===== src/rtl/eeprom_host_defines.svh =====
// timing counts and command codes for the parallel eeprom host controller
`ifndef EEPROM_HOST_DEFINES_SVH
`define EEPROM_HOST_DEFINES_SVH
`define CLK_PERIOD_NS 50
`define PAGE_BYTES 128
`define BYTE_WINDOW_NS 30000
`define BYTE_WINDOW_CYC (`BYTE_WINDOW_NS / `CLK_PERIOD_NS)
`define LOAD_WINDOW_NS 100000
`define LOAD_WINDOW_CYC ((`LOAD_WINDOW_NS + `CLK_PERIOD_NS - 1) / `CLK_PERIOD_NS)
`define HOLD_AFTER_NS 10000000
`define HOLD_AFTER_CYC ((`HOLD_AFTER_NS + `CLK_PERIOD_NS - 1) / `CLK_PERIOD_NS)
`define WRITE_MAX_NS 15000000
`define WRITE_MAX_CYC ((`WRITE_MAX_NS + `CLK_PERIOD_NS - 1) / `CLK_PERIOD_NS)
`define STROBE_NS 250
`define STROBE_CYC ((`STROBE_NS + `CLK_PERIOD_NS - 1) / `CLK_PERIOD_NS)
`define CMD_ADDR_A 17'h05555
`define CMD_ADDR_B 17'h02aaa
`define CMD_DATA_AA 8'haa
`define CMD_DATA_55 8'h55
`define CMD_DATA_A0 8'ha0
`define CMD_DATA_80 8'h80
`define CMD_DATA_20 8'h20
`endif


===== src/rtl/eeprom_host_pkg.sv =====
// types for the parallel eeprom host controller
package eeprom_host_pkg;
  typedef enum logic [7:0] {
    ST_IDLE = 8'h01,
    ST_SETUP = 8'h02,
    ST_STROBE = 8'h04,
    ST_GAP = 8'h08,
    ST_WAIT_LOAD = 8'h10,
    ST_POLL = 8'h20,
    ST_HOLD = 8'h40,
    ST_READ = 8'h80
  } host_state_t;
  typedef enum logic [1:0] {
    OP_WRITE = 2'h0,
    OP_READ = 2'h1,
    OP_PROTECT_OFF = 2'h2
  } host_op_t;
endpackage : eeprom_host_pkg


===== src/rtl/cycle_timer.sv =====
// down counter giving a done pulse when a loaded count expires
`timescale 1ns/1ps
module cycle_timer #(
  parameter int WIDTH = 20
) (
  input wire logic core_clk,
  input wire logic rst_n,
  input wire logic clkEn,
  input wire logic load,
  input wire logic [WIDTH-1:0] count,
  output logic running,
  output logic done
);
  typedef struct packed {
    logic [WIDTH-1:0] cnt;
    logic run;
    logic fin;
  } timer_state_t;
  timer_state_t st_reg;
  timer_state_t st_next;
  always_comb begin
    st_next = st_reg;
    st_next.fin = 1'b0;
    if (load) begin
      st_next.cnt = count;
      st_next.run = 1'b1;
    end else if (st_reg.run) begin
      if (st_reg.cnt <= 1) begin
        st_next.run = 1'b0;
        st_next.fin = 1'b1;
      end else begin
        st_next.cnt = st_reg.cnt - 1'b1;
      end
    end
  end
  always_ff @(posedge core_clk) begin
    if (!rst_n) begin
      st_reg <= '0;
    end else if (clkEn) begin
      st_reg <= st_next;
    end
  end
  assign running = st_reg.run;
  assign done = st_reg.fin;
endmodule : cycle_timer


===== src/rtl/eeprom_host.sv =====
// host controller driving a parallel page-write eeprom over its pins
// Overview of operation
// - one page load carries 1 to 128 bytes before programming starts
// - next byte of the page is loaded within 30 us
// - host keeps protect-hold high throughout reads and writes
// - protect-hold stays high 10 ms after the last byte
// - protect-hold driven low during power transitions
// - protected writes are preceded by a three-byte unlock
// - six-byte sequence ending 20 to 5555 cancels protection
`timescale 1ns/1ps
`include "eeprom_host_defines.svh"
module eeprom_host
  import eeprom_host_pkg::*;
(
  input wire logic core_clk,
  input wire logic rst_n,
  input wire logic clkEn,
  input wire logic reqValid,
  input wire eeprom_host_pkg::host_op_t reqOp,
  input wire logic reqUnlock,
  input wire logic [16:0] reqAddr,
  input wire logic [7:0] reqData,
  input wire logic [7:0] reqLen,
  output logic reqReady,
  output logic [7:0] loadIdx,
  output logic rdValid,
  output logic [7:0] rdData,
  output logic doneOk,
  output logic doneTimeout,
  input wire logic powerGood,
  output logic [16:0] memAddr,
  output logic [7:0] memDataOut,
  output logic memDataOe_n,
  input wire logic [7:0] memDataIn,
  output logic chipSel_n,
  output logic writeStb_n,
  output logic outEn_n,
  output logic protectHold_n,
  input wire logic busy_n
);
  import eeprom_host_pkg::*;
  // ===========================================================
  // state
  typedef struct packed {
    host_state_t fsm;
    host_op_t op;
    logic [16:0] addr;
    logic [7:0] data;
    logic [7:0] remain;
    logic [7:0] idx;
    logic [2:0] pre;
    logic [3:0] strobeCnt;
    logic lastBit7;
    logic ready;
    logic rdV;
    logic [7:0] rdD;
    logic okP;
    logic toP;
    logic [16:0] pAddr;
    logic [7:0] pData;
    logic dOe_n;
    logic cs_n;
    logic we_n;
    logic oe_n;
    logic hold_n;
  } host_reg_t;
  host_reg_t st_reg;
  host_reg_t st_next;
  logic tmrLoad;
  logic [18:0] tmrCount;
  logic tmrRun;
  logic tmrDone;
  // ===========================================================
  // timers
  cycle_timer #(.WIDTH(19)) u_timer (
    .core_clk(core_clk),
    .rst_n(rst_n),
    .clkEn(clkEn),
    .load(tmrLoad),
    .count(tmrCount),
    .running(tmrRun),
    .done(tmrDone)
  );
  // command byte of a sequence step: six cancel steps or three unlock steps
  function automatic logic [24:0] seqByte(input host_op_t op,
                                          input logic [2:0] n);
    logic [24:0] r;
    r = {`CMD_ADDR_A, `CMD_DATA_AA};
    if (n == 3'h1 || n == 3'h4) begin
      r = {`CMD_ADDR_B, `CMD_DATA_55};
    end else if (op == OP_PROTECT_OFF && n == 3'h2) begin
      r = {`CMD_ADDR_A, `CMD_DATA_80};
    end else if (op == OP_PROTECT_OFF && n == 3'h5) begin
      r = {`CMD_ADDR_A, `CMD_DATA_20};
    end else if (op != OP_PROTECT_OFF && n == 3'h2) begin
      r = {`CMD_ADDR_A, `CMD_DATA_A0};
    end
    return r;
  endfunction : seqByte
  // ===========================================================
  // next state
  always_comb begin
    logic [24:0] sb;
    sb = '0;
    st_next = st_reg;
    st_next.rdV = 1'b0;
    st_next.okP = 1'b0;
    st_next.toP = 1'b0;
    tmrLoad = 1'b0;
    tmrCount = '0;
    st_next.hold_n = powerGood;
    unique case (st_reg.fsm)
      ST_IDLE: begin
        st_next.ready = powerGood;
        if (reqValid && st_reg.ready && powerGood) begin
          st_next.ready = 1'b0;
          st_next.op = reqOp;
          st_next.addr = reqAddr;
          st_next.data = reqData;
          st_next.remain = (reqLen == 8'h00) ? 8'h01 :
            ((reqLen > 8'h80) ? 8'h80 : reqLen);
          st_next.idx = 8'h00;
          st_next.pre = (reqOp == OP_PROTECT_OFF) ? 3'h5 :
            ((reqOp == OP_WRITE && reqUnlock) ? 3'h3 : 3'h0);
          st_next.fsm = (reqOp == OP_READ) ? ST_READ : ST_SETUP;
          st_next.strobeCnt = '0;
        end
      end
      ST_SETUP: begin
        if (st_reg.op == OP_PROTECT_OFF || st_reg.pre != 3'h0) begin
          // six cancel steps with pre 5 down to 0, or three unlock steps with pre 3 down to 1
          sb = seqByte(st_reg.op, 3'(5 - st_reg.pre));
          if (st_reg.op != OP_PROTECT_OFF) begin
            sb = seqByte(st_reg.op, 3'(3 - st_reg.pre));
          end
          st_next.pAddr = sb[24:8];
          st_next.pData = sb[7:0];
        end else begin
          // byte slot from low seven bits
          st_next.pAddr = {st_reg.addr[16:7],
            st_reg.addr[6:0] + st_reg.idx[6:0]};
          st_next.pData = st_reg.data;
        end
        st_next.dOe_n = 1'b0;
        st_next.oe_n = 1'b1;
        st_next.cs_n = 1'b0;
        st_next.fsm = ST_STROBE;
        st_next.strobeCnt = '0;
      end
      ST_STROBE: begin
        // strobe kept far above the noise width
        st_next.we_n = 1'b0;
        st_next.strobeCnt = st_reg.strobeCnt + 1'b1;
        if (st_reg.strobeCnt == 4'(`STROBE_CYC)) begin
          st_next.we_n = 1'b1;
          st_next.cs_n = 1'b1;
          st_next.fsm = ST_GAP;
        end
      end
      ST_GAP: begin
        st_next.dOe_n = 1'b1;
        st_next.lastBit7 = st_reg.pData[7];
        if (st_reg.pre != 3'h0) begin
          st_next.pre = st_reg.pre - 1'b1;
          st_next.fsm = ST_SETUP;
        end else if (st_reg.op == OP_PROTECT_OFF) begin
          st_next.fsm = ST_WAIT_LOAD;
          st_next.remain = 8'h00;
        end else begin
          st_next.remain = st_reg.remain - 1'b1;
          st_next.idx = st_reg.idx + 1'b1;
          st_next.fsm = ST_WAIT_LOAD;
        end
        st_next.data = reqData;
        st_next.ready = 1'b0;
        tmrLoad = 1'b1;
        tmrCount = 19'(`BYTE_WINDOW_CYC);
        if (st_reg.pre == 3'h0 &&
            (st_reg.remain <= 8'h01 || st_reg.op == OP_PROTECT_OFF)) begin
          // idle strobes close the load window
          tmrCount = 19'(`LOAD_WINDOW_CYC);
        end
      end
      ST_WAIT_LOAD: begin
        if (st_reg.remain != 8'h00 && st_reg.op == OP_WRITE) begin
          st_next.data = reqData;
          st_next.fsm = ST_SETUP;
        end else if (tmrDone) begin
          tmrLoad = 1'b1;
          tmrCount = 19'(`WRITE_MAX_CYC);
          st_next.oe_n = 1'b0;
          st_next.cs_n = 1'b0;
          st_next.fsm = ST_POLL;
        end
      end
      ST_POLL: begin
        // poll bit 7 or busy pin; wait
        // either is enough: ignored or cancel bytes never show up as data
        if (busy_n || memDataIn[7] == st_reg.lastBit7) begin
          st_next.oe_n = 1'b1;
          st_next.cs_n = 1'b1;
          tmrLoad = 1'b1;
          tmrCount = 19'(`HOLD_AFTER_CYC);
          st_next.fsm = ST_HOLD;
        end else if (tmrDone) begin
          st_next.oe_n = 1'b1;
          st_next.cs_n = 1'b1;
          st_next.toP = 1'b1;
          st_next.fsm = ST_IDLE;
        end
      end
      ST_HOLD: begin
        // hold protect high after last byte
        if (tmrDone || !tmrRun) begin
          st_next.okP = 1'b1;
          st_next.fsm = ST_IDLE;
        end
      end
      ST_READ: begin
        st_next.pAddr = st_reg.addr;
        st_next.cs_n = 1'b0;
        st_next.oe_n = 1'b0;
        st_next.strobeCnt = st_reg.strobeCnt + 1'b1;
        if (st_reg.strobeCnt == 4'(`STROBE_CYC)) begin
          st_next.rdV = 1'b1;
          st_next.rdD = memDataIn;
          st_next.cs_n = 1'b1;
          st_next.oe_n = 1'b1;
          st_next.fsm = ST_IDLE;
        end
      end
    endcase
    // power loss drops protect and aborts the access
    if (!powerGood && st_reg.fsm != ST_IDLE) begin
      st_next = st_reg;
      st_next.rdV = 1'b0;
      st_next.okP = 1'b0;
      st_next.toP = 1'b1;
      st_next.hold_n = 1'b0;
      st_next.cs_n = 1'b1;
      st_next.we_n = 1'b1;
      st_next.oe_n = 1'b1;
      st_next.dOe_n = 1'b1;
      st_next.ready = 1'b0;
      st_next.fsm = ST_IDLE;
    end
  end
  // ===========================================================
  // registers
  always_ff @(posedge core_clk) begin
    if (!rst_n) begin
      st_reg <= '0;
      st_reg.fsm <= ST_IDLE;
      st_reg.cs_n <= 1'b1;
      st_reg.we_n <= 1'b1;
      st_reg.oe_n <= 1'b1;
      st_reg.dOe_n <= 1'b1;
    end else if (clkEn) begin
      st_reg <= st_next;
    end
  end
  assign reqReady = st_reg.ready;
  assign loadIdx = st_reg.idx;
  assign rdValid = st_reg.rdV;
  assign rdData = st_reg.rdD;
  assign doneOk = st_reg.okP;
  assign doneTimeout = st_reg.toP;
  assign memAddr = st_reg.pAddr;
  assign memDataOut = st_reg.pData;
  assign memDataOe_n = st_reg.dOe_n;
  assign chipSel_n = st_reg.cs_n;
  assign writeStb_n = st_reg.we_n;
  assign outEn_n = st_reg.oe_n;
  assign protectHold_n = st_reg.hold_n;
  // ===========================================================
  // checks
  // strobe width
  a_strobe_width: assert property (@(posedge core_clk) disable iff (!rst_n)
    $fell(writeStb_n) |-> !writeStb_n [*5])
    else $error("write strobe too short");
  a_hold_high: assert property (@(posedge core_clk) disable iff (!rst_n)
    !writeStb_n |-> protectHold_n)
    else $error("strobe while protect low");
  a_addr_steady: assert property (@(posedge core_clk) disable iff (!rst_n)
    !writeStb_n && $past(!writeStb_n) |-> $stable(memAddr))
    else $error("address moved in strobe");
  a_data_rise: assert property (@(posedge core_clk) disable iff (!rst_n)
    $rose(writeStb_n) |-> !memDataOe_n)
    else $error("data released before strobe rose");
  // cancel ends with 20 to 5555
  a_cancel_end: assert property (@(posedge core_clk) disable iff (!rst_n)
    st_reg.fsm == ST_GAP && st_reg.op == OP_PROTECT_OFF
    && st_reg.pre == 3'h0
    |-> memAddr == `CMD_ADDR_A && memDataOut == `CMD_DATA_20)
    else $error("cancel sequence wrong last byte");
  a_unlock_first: assert property (@(posedge core_clk) disable iff (!rst_n)
    $past(st_reg.fsm == ST_IDLE) && st_reg.fsm == ST_SETUP && st_reg.pre != 0
    |=> memAddr == `CMD_ADDR_A && memDataOut == `CMD_DATA_AA)
    else $error("sequence does not open with aa");
  a_page_fixed: assert property (@(posedge core_clk) disable iff (!rst_n)
    st_reg.fsm == ST_STROBE && st_reg.pre == 0 && st_reg.op == OP_WRITE
    |-> memAddr[16:7] == st_reg.addr[16:7])
    else $error("page crossed");
  a_page_len: assert property (@(posedge core_clk) disable iff (!rst_n)
    st_reg.idx <= 8'h80)
    else $error("more than one page loaded");
  c_write: cover property (@(posedge core_clk) doneOk);
  c_read: cover property (@(posedge core_clk) rdValid);
  c_abort: cover property (@(posedge core_clk) doneTimeout);
endmodule : eeprom_host


===== config.mk =====
export PLATFORM = sky130hd
export DESIGN_NAME = eeprom_host
export DESIGN_NICKNAME = d
export VERILOG_FILES = /design/src/rtl/eeprom_host_pkg.sv /design/src/rtl/cycle_timer.sv /design/src/rtl/eeprom_host.sv
export VERILOG_INCLUDE_DIRS = /design/src /design/src/rtl
export SDC_FILE = /design/constraint.sdc
export NUM_CORES = 1
export LEC_CHECK = 0
export ABC_AREA = 0
export BUFFER_PORTS_ARGS = -buffer_cell sky130_fd_sc_hd__buf_4
export CAP_MARGIN = 20
export CORE_AREA = 2 2 114 116
export CTS_CLUSTER_DIAMETER = 200
export DETAILED_ROUTE_END_ITERATION = 10
export DIE_AREA = 0 0 116 118
export GPL_TIMING_DRIVEN = 0
export HOLD_SLACK_MARGIN = 0.05
export MAX_ROUTING_LAYER = met4
export PLACE_DENSITY_LB_ADDON = 0.05
export SYNTH_ARGS = -nofsm -noshare
export SYNTH_HDL_FRONTEND = slang
export SYNTH_SLANG_ARGS = --single-unit

===== constraint.sdc =====
create_clock -name core_clk -period 2.6 [get_ports core_clk]
set_clock_uncertainty 0.05 [all_clocks]
set_input_delay 0.26 -clock core_clk [delete_from_list [all_inputs] [get_ports core_clk]]
set_output_delay 0.26 -clock core_clk [all_outputs]
set_load 0.01 [all_outputs]

==> flow_summary.ini <==
[timing]
max_freq_mhz = 401
grt_setup_unrepaired = yes
final_min_period_ns = 2.50
hold_viol_final = 0
report.final.setup_viol = 0
timing_worst_slew_pin_value_ns = 0.780
slew_headroom_pct = 47.6
report.final.slew_viol_count = 0
final_worst_slack_ns = 0.103
min_period_over_period_pct = 96.0
hold-worst-slack_ns = 0.0542

[flow_run]
max-cap-violations = 0

[grt]
gr-total-overflow = 0
maximum_number_of_pins_on_one_net_before_global_route_repair = 17
grt_util_all_layers_pct = 31.5
grt_pass1_wl_mm = 32.8
antenna_violations_before_repair = 0
grt_pass1_vias = 6360

[floorplanning]
core_region_area_mm2 = 0.0124
x_dimension_of_the_die_um = 116
boundaryPins = 100
dieArea_mm2 = 0.0137
core.rowCount = 41
initial_core_util_pct = 57.2
die_ht_um = 118

[routing]
detail_route.drc_violations = 0
detail_route.first_pass.iterations = 6
dr_total_vias = 7087
routed_via_density = 5.83
routed_wirelength_mm = 21.0
detail-route-antenna-nets = 0
routedWlPerCell_um = 17.3
drt_first_iter_violations = 790

[synthesis]
post_synth_instance_area_mm2 = 0.00710
synth_sequential_area_ratio_pct = 34.4
ys_async_rst_share_pct = 0
syn-num-nets = 949
postSynthCellCount = 879
syn_avg_cell_area_um2 = 8.07
synth-warning-count = 0
synth_cell_types = 80
yosys_most_used_dff = sky130_fd_sc_hd__dfxtp_1
ys_seq_elements = 122
synth_enable_flop_cells = 0

[worst_setup_path]
cp.arrival_ns = 2.77
critPathTopFamily = simple AND/OR/NAND/NOR gates
required_ns = 2.88
timing.critical_path.slowest_cell_delay_ns = 0.53
crit_path_start_kind = flip-flop
worst-setup-path-type = reg -> reg
r2r-start = st_reg[96]
maximum_fanout_encountered_on_the_critical_timing_path = 10
crit_chain = buf_2 -> or4b_4 -> nor2_4 -> buf_2 -> a21oi_1 -> nor3b_1 -> o21ai_1 -> and3_1
worstSetupEndpointType = flip-flop
bufs_and_invs_on_worst_path = 2
worst_r2r_endpoint = u_timer.st_reg[10]
r2r_setup_slack_ns = 0.10
reg2reg_depth = 8
critical_path.slowest_cell = sky130_fd_sc_hd__or4b_4
critical_path.most_common_cell = sky130_fd_sc_hd__buf_2

[worst_hold_path]
min_path_type = in -> reg
number_of_instances_on_the_worst_hold_path = 3
min_delay_startpoint = reqData[6]
whs_endpoint = st_reg[72]

[cts]
ctsRootBufferMaster = sky130_fd_sc_hd__clkbuf_16
cts_max_level = 4
clk_pin_slew_worst_paths_ns = 0.06
clock_tree_from_tritoncts = yes
cts_buffer_depth = 2
clock_latency_ns = 0.43
cts.sinks = 122
tritoncts_buffer_count = 17

[final_layout]
cell_area_after_layout_mm2 = 0.00903
layout_commonest_cell = sky130_fd_sc_hd__buf_4
antenna_cells = 0
layout.cells.most_common_list = 151 x sky130_fd_sc_hd__buf_4, 133 x sky130_fd_sc_hd__nand2_1, 122 x sky130_fd_sc_hd__dfxtp_1, 59 x sky130_fd_sc_hd__nor2_1, 54 x sky130_fd_sc_hd__o21ai_0
fillerInstances = 1042
area.growth.synth_to_final_pct = 27.2
number_of_flip_flops_in_the_largest_register = 51
postLayoutCoreUtil_pct = 72.7
net_total_in_the_final_layout = 1101
layout-drive-gt1-share_pct = 23.1

[power_and_ir_drop]
power_leakage_nw = 3.71
clock_power_share_pct = 52.1
p_sw_mw = 1.10
worst_ir_drop_vdd_mv = 0.480
netSwitchingFraction_pct = 23.8
p_int_mw = 3.54
p_seq_share_pct = 40.8
p_per_area_mw_per_mm2 = 514
power.combinational.fraction_pct = 7.1

[place]
numPortBuffers = 97
routabilityCongestion = 0.954
dp.final_hpwl_mm = 14.6
postPlaceCellArea_mm2 = 0.00804
place_worst_setup_slack_ns = -0.406

[run_status]
status = complete, no violations
synthesized netlist by cell type (all sizes together), types with 3 or more instances:
library cell	n	area, um^2
o2bb2ai	3	45.1
nor2b	25	156
o211ai	14	105
a21boi	61	458
nor2	64	258
xnor2	6	52.6
o21ai	71	374
o31a	4	35.0
a21o	5	37.5
o2111ai	3	26.3
nand4	7	43.8
o22ai	4	25.0
or2	3	18.8
or4	4	37.5
xor2	7	61.3
nand4b	6	73.8
a211oi	3	22.5
nand3	35	175
dfxtp	122	2440
inv	16	60.1
a21oi	54	300
nor3	33	204
clkbuf	26	97.6
o31ai	6	45.0
a31oi	9	56.3
and4b	3	30.0
a22oi	4	30.0
mux2i	8	80.1
and3	9	57.6
buf	53	385
o211a	4	40.0
nand2	134	505
nor4	11	135
ha	19	238
nand2b	7	43.8
nor3b	5	37.5
and2	7	46.3
layer usage:
metal	GRT usage, %	wire length (um)
met1	42.6	9230
met2	47.7	9630
met3	6.28	1600
met4	9.15	526
met5	-	0
cell families (layout without fill, tap and decap cells):
logic type / after synthesis / after routing / synth area share (%)
buf+inv: 95 / 260 / 7.65
xor+xnor: 13 / 13 / 1.60
fa+ha+maj: 20 / 20 / 3.63
simple gates: 358 / 358 / 26.4
flops: 122 / 122 / 34.4
compound gates: 262 / 262 / 25.0
mux: 9 / 9 / 1.29
worst register-to-register path: stages, from the launching register on:
cell	delay, ns
sky130_fd_sc_hd__dfxtp_1	0.30
sky130_fd_sc_hd__buf_2	0.21
sky130_fd_sc_hd__or4b_4	0.54
sky130_fd_sc_hd__nor2_4	0.24
sky130_fd_sc_hd__buf_2	0.38
sky130_fd_sc_hd__a21oi_1	0.12
sky130_fd_sc_hd__nor3b_1	0.28
sky130_fd_sc_hd__o21ai_1	0.10
sky130_fd_sc_hd__and3_1	0.17
power groups by stage:
| stage | registers (mW) | clock network (mW) | logic (mW) |
|---|---|---|---|
| floorplan | 1.93 | 0 | 0.150 |
| global placement | 1.93 | 0 | 0.276 |
| detailed placement | 1.93 | 0 | 0.277 |
| CTS | 1.89 | 2.43 | 0.311 |
| global route | 1.89 | 2.52 | 0.353 |
| finish | 1.89 | 2.42 | 0.331 |
how the worst max path moves through the flow:
stage / startpoint / end / slack (ns) / cells past startpoint
floorplan: st_reg[48] / memAddr[0] / 0.36 / 9
CTS: st_reg[48] / memAddr[6] / 0.001 / 9
detailed placement: st_reg[48] / memAddr[6] / -0.41 / 9
finish: st_reg[96] / u_timer.st_reg[10] / 0.10 / 8
global route: st_reg[96] / memAddr[13] / -0.02 / 9
global placement: st_reg[48] / memAddr[6] / -0.39 / 9
stage by stage:
stage          power [mW]  cells  setup TNS [ns]
6_report             4.64   1216               0
3_5_place_dp         2.21   1148           -3.12
3_3_place_gp         2.21   1148           -2.93
5_1_grt              4.76   1216         -0.0389
2_1_floorplan        2.08    879               0
4_1_cts              4.63   1205               0
what timing repair did:
| action | CTS | global route |
|---|---|---|
| pin swaps | 0 | 8 |
| setup endpoints to repair | 17 | 49 |
| resized for setup | 4 | 13 |
| hold endpoints to repair | 25 | 0 |
| buffers inserted | 0 | 11 |
| hold buffers | 25 | 0 |
final cells by class:
type                       count  area (um^2)  area share, %
buffer                        79          487           5.39
clock buffer                  17          425           4.71
clock inverter                15          176           1.95
inverter                      16         60.1          0.665
multi-input combinational    662         4160           46.1
sequential                   122         2440           27.1
tap                          172          215           2.38
timing repair buffer         133         1060           11.8
Power figures use the tool's default switching activity.
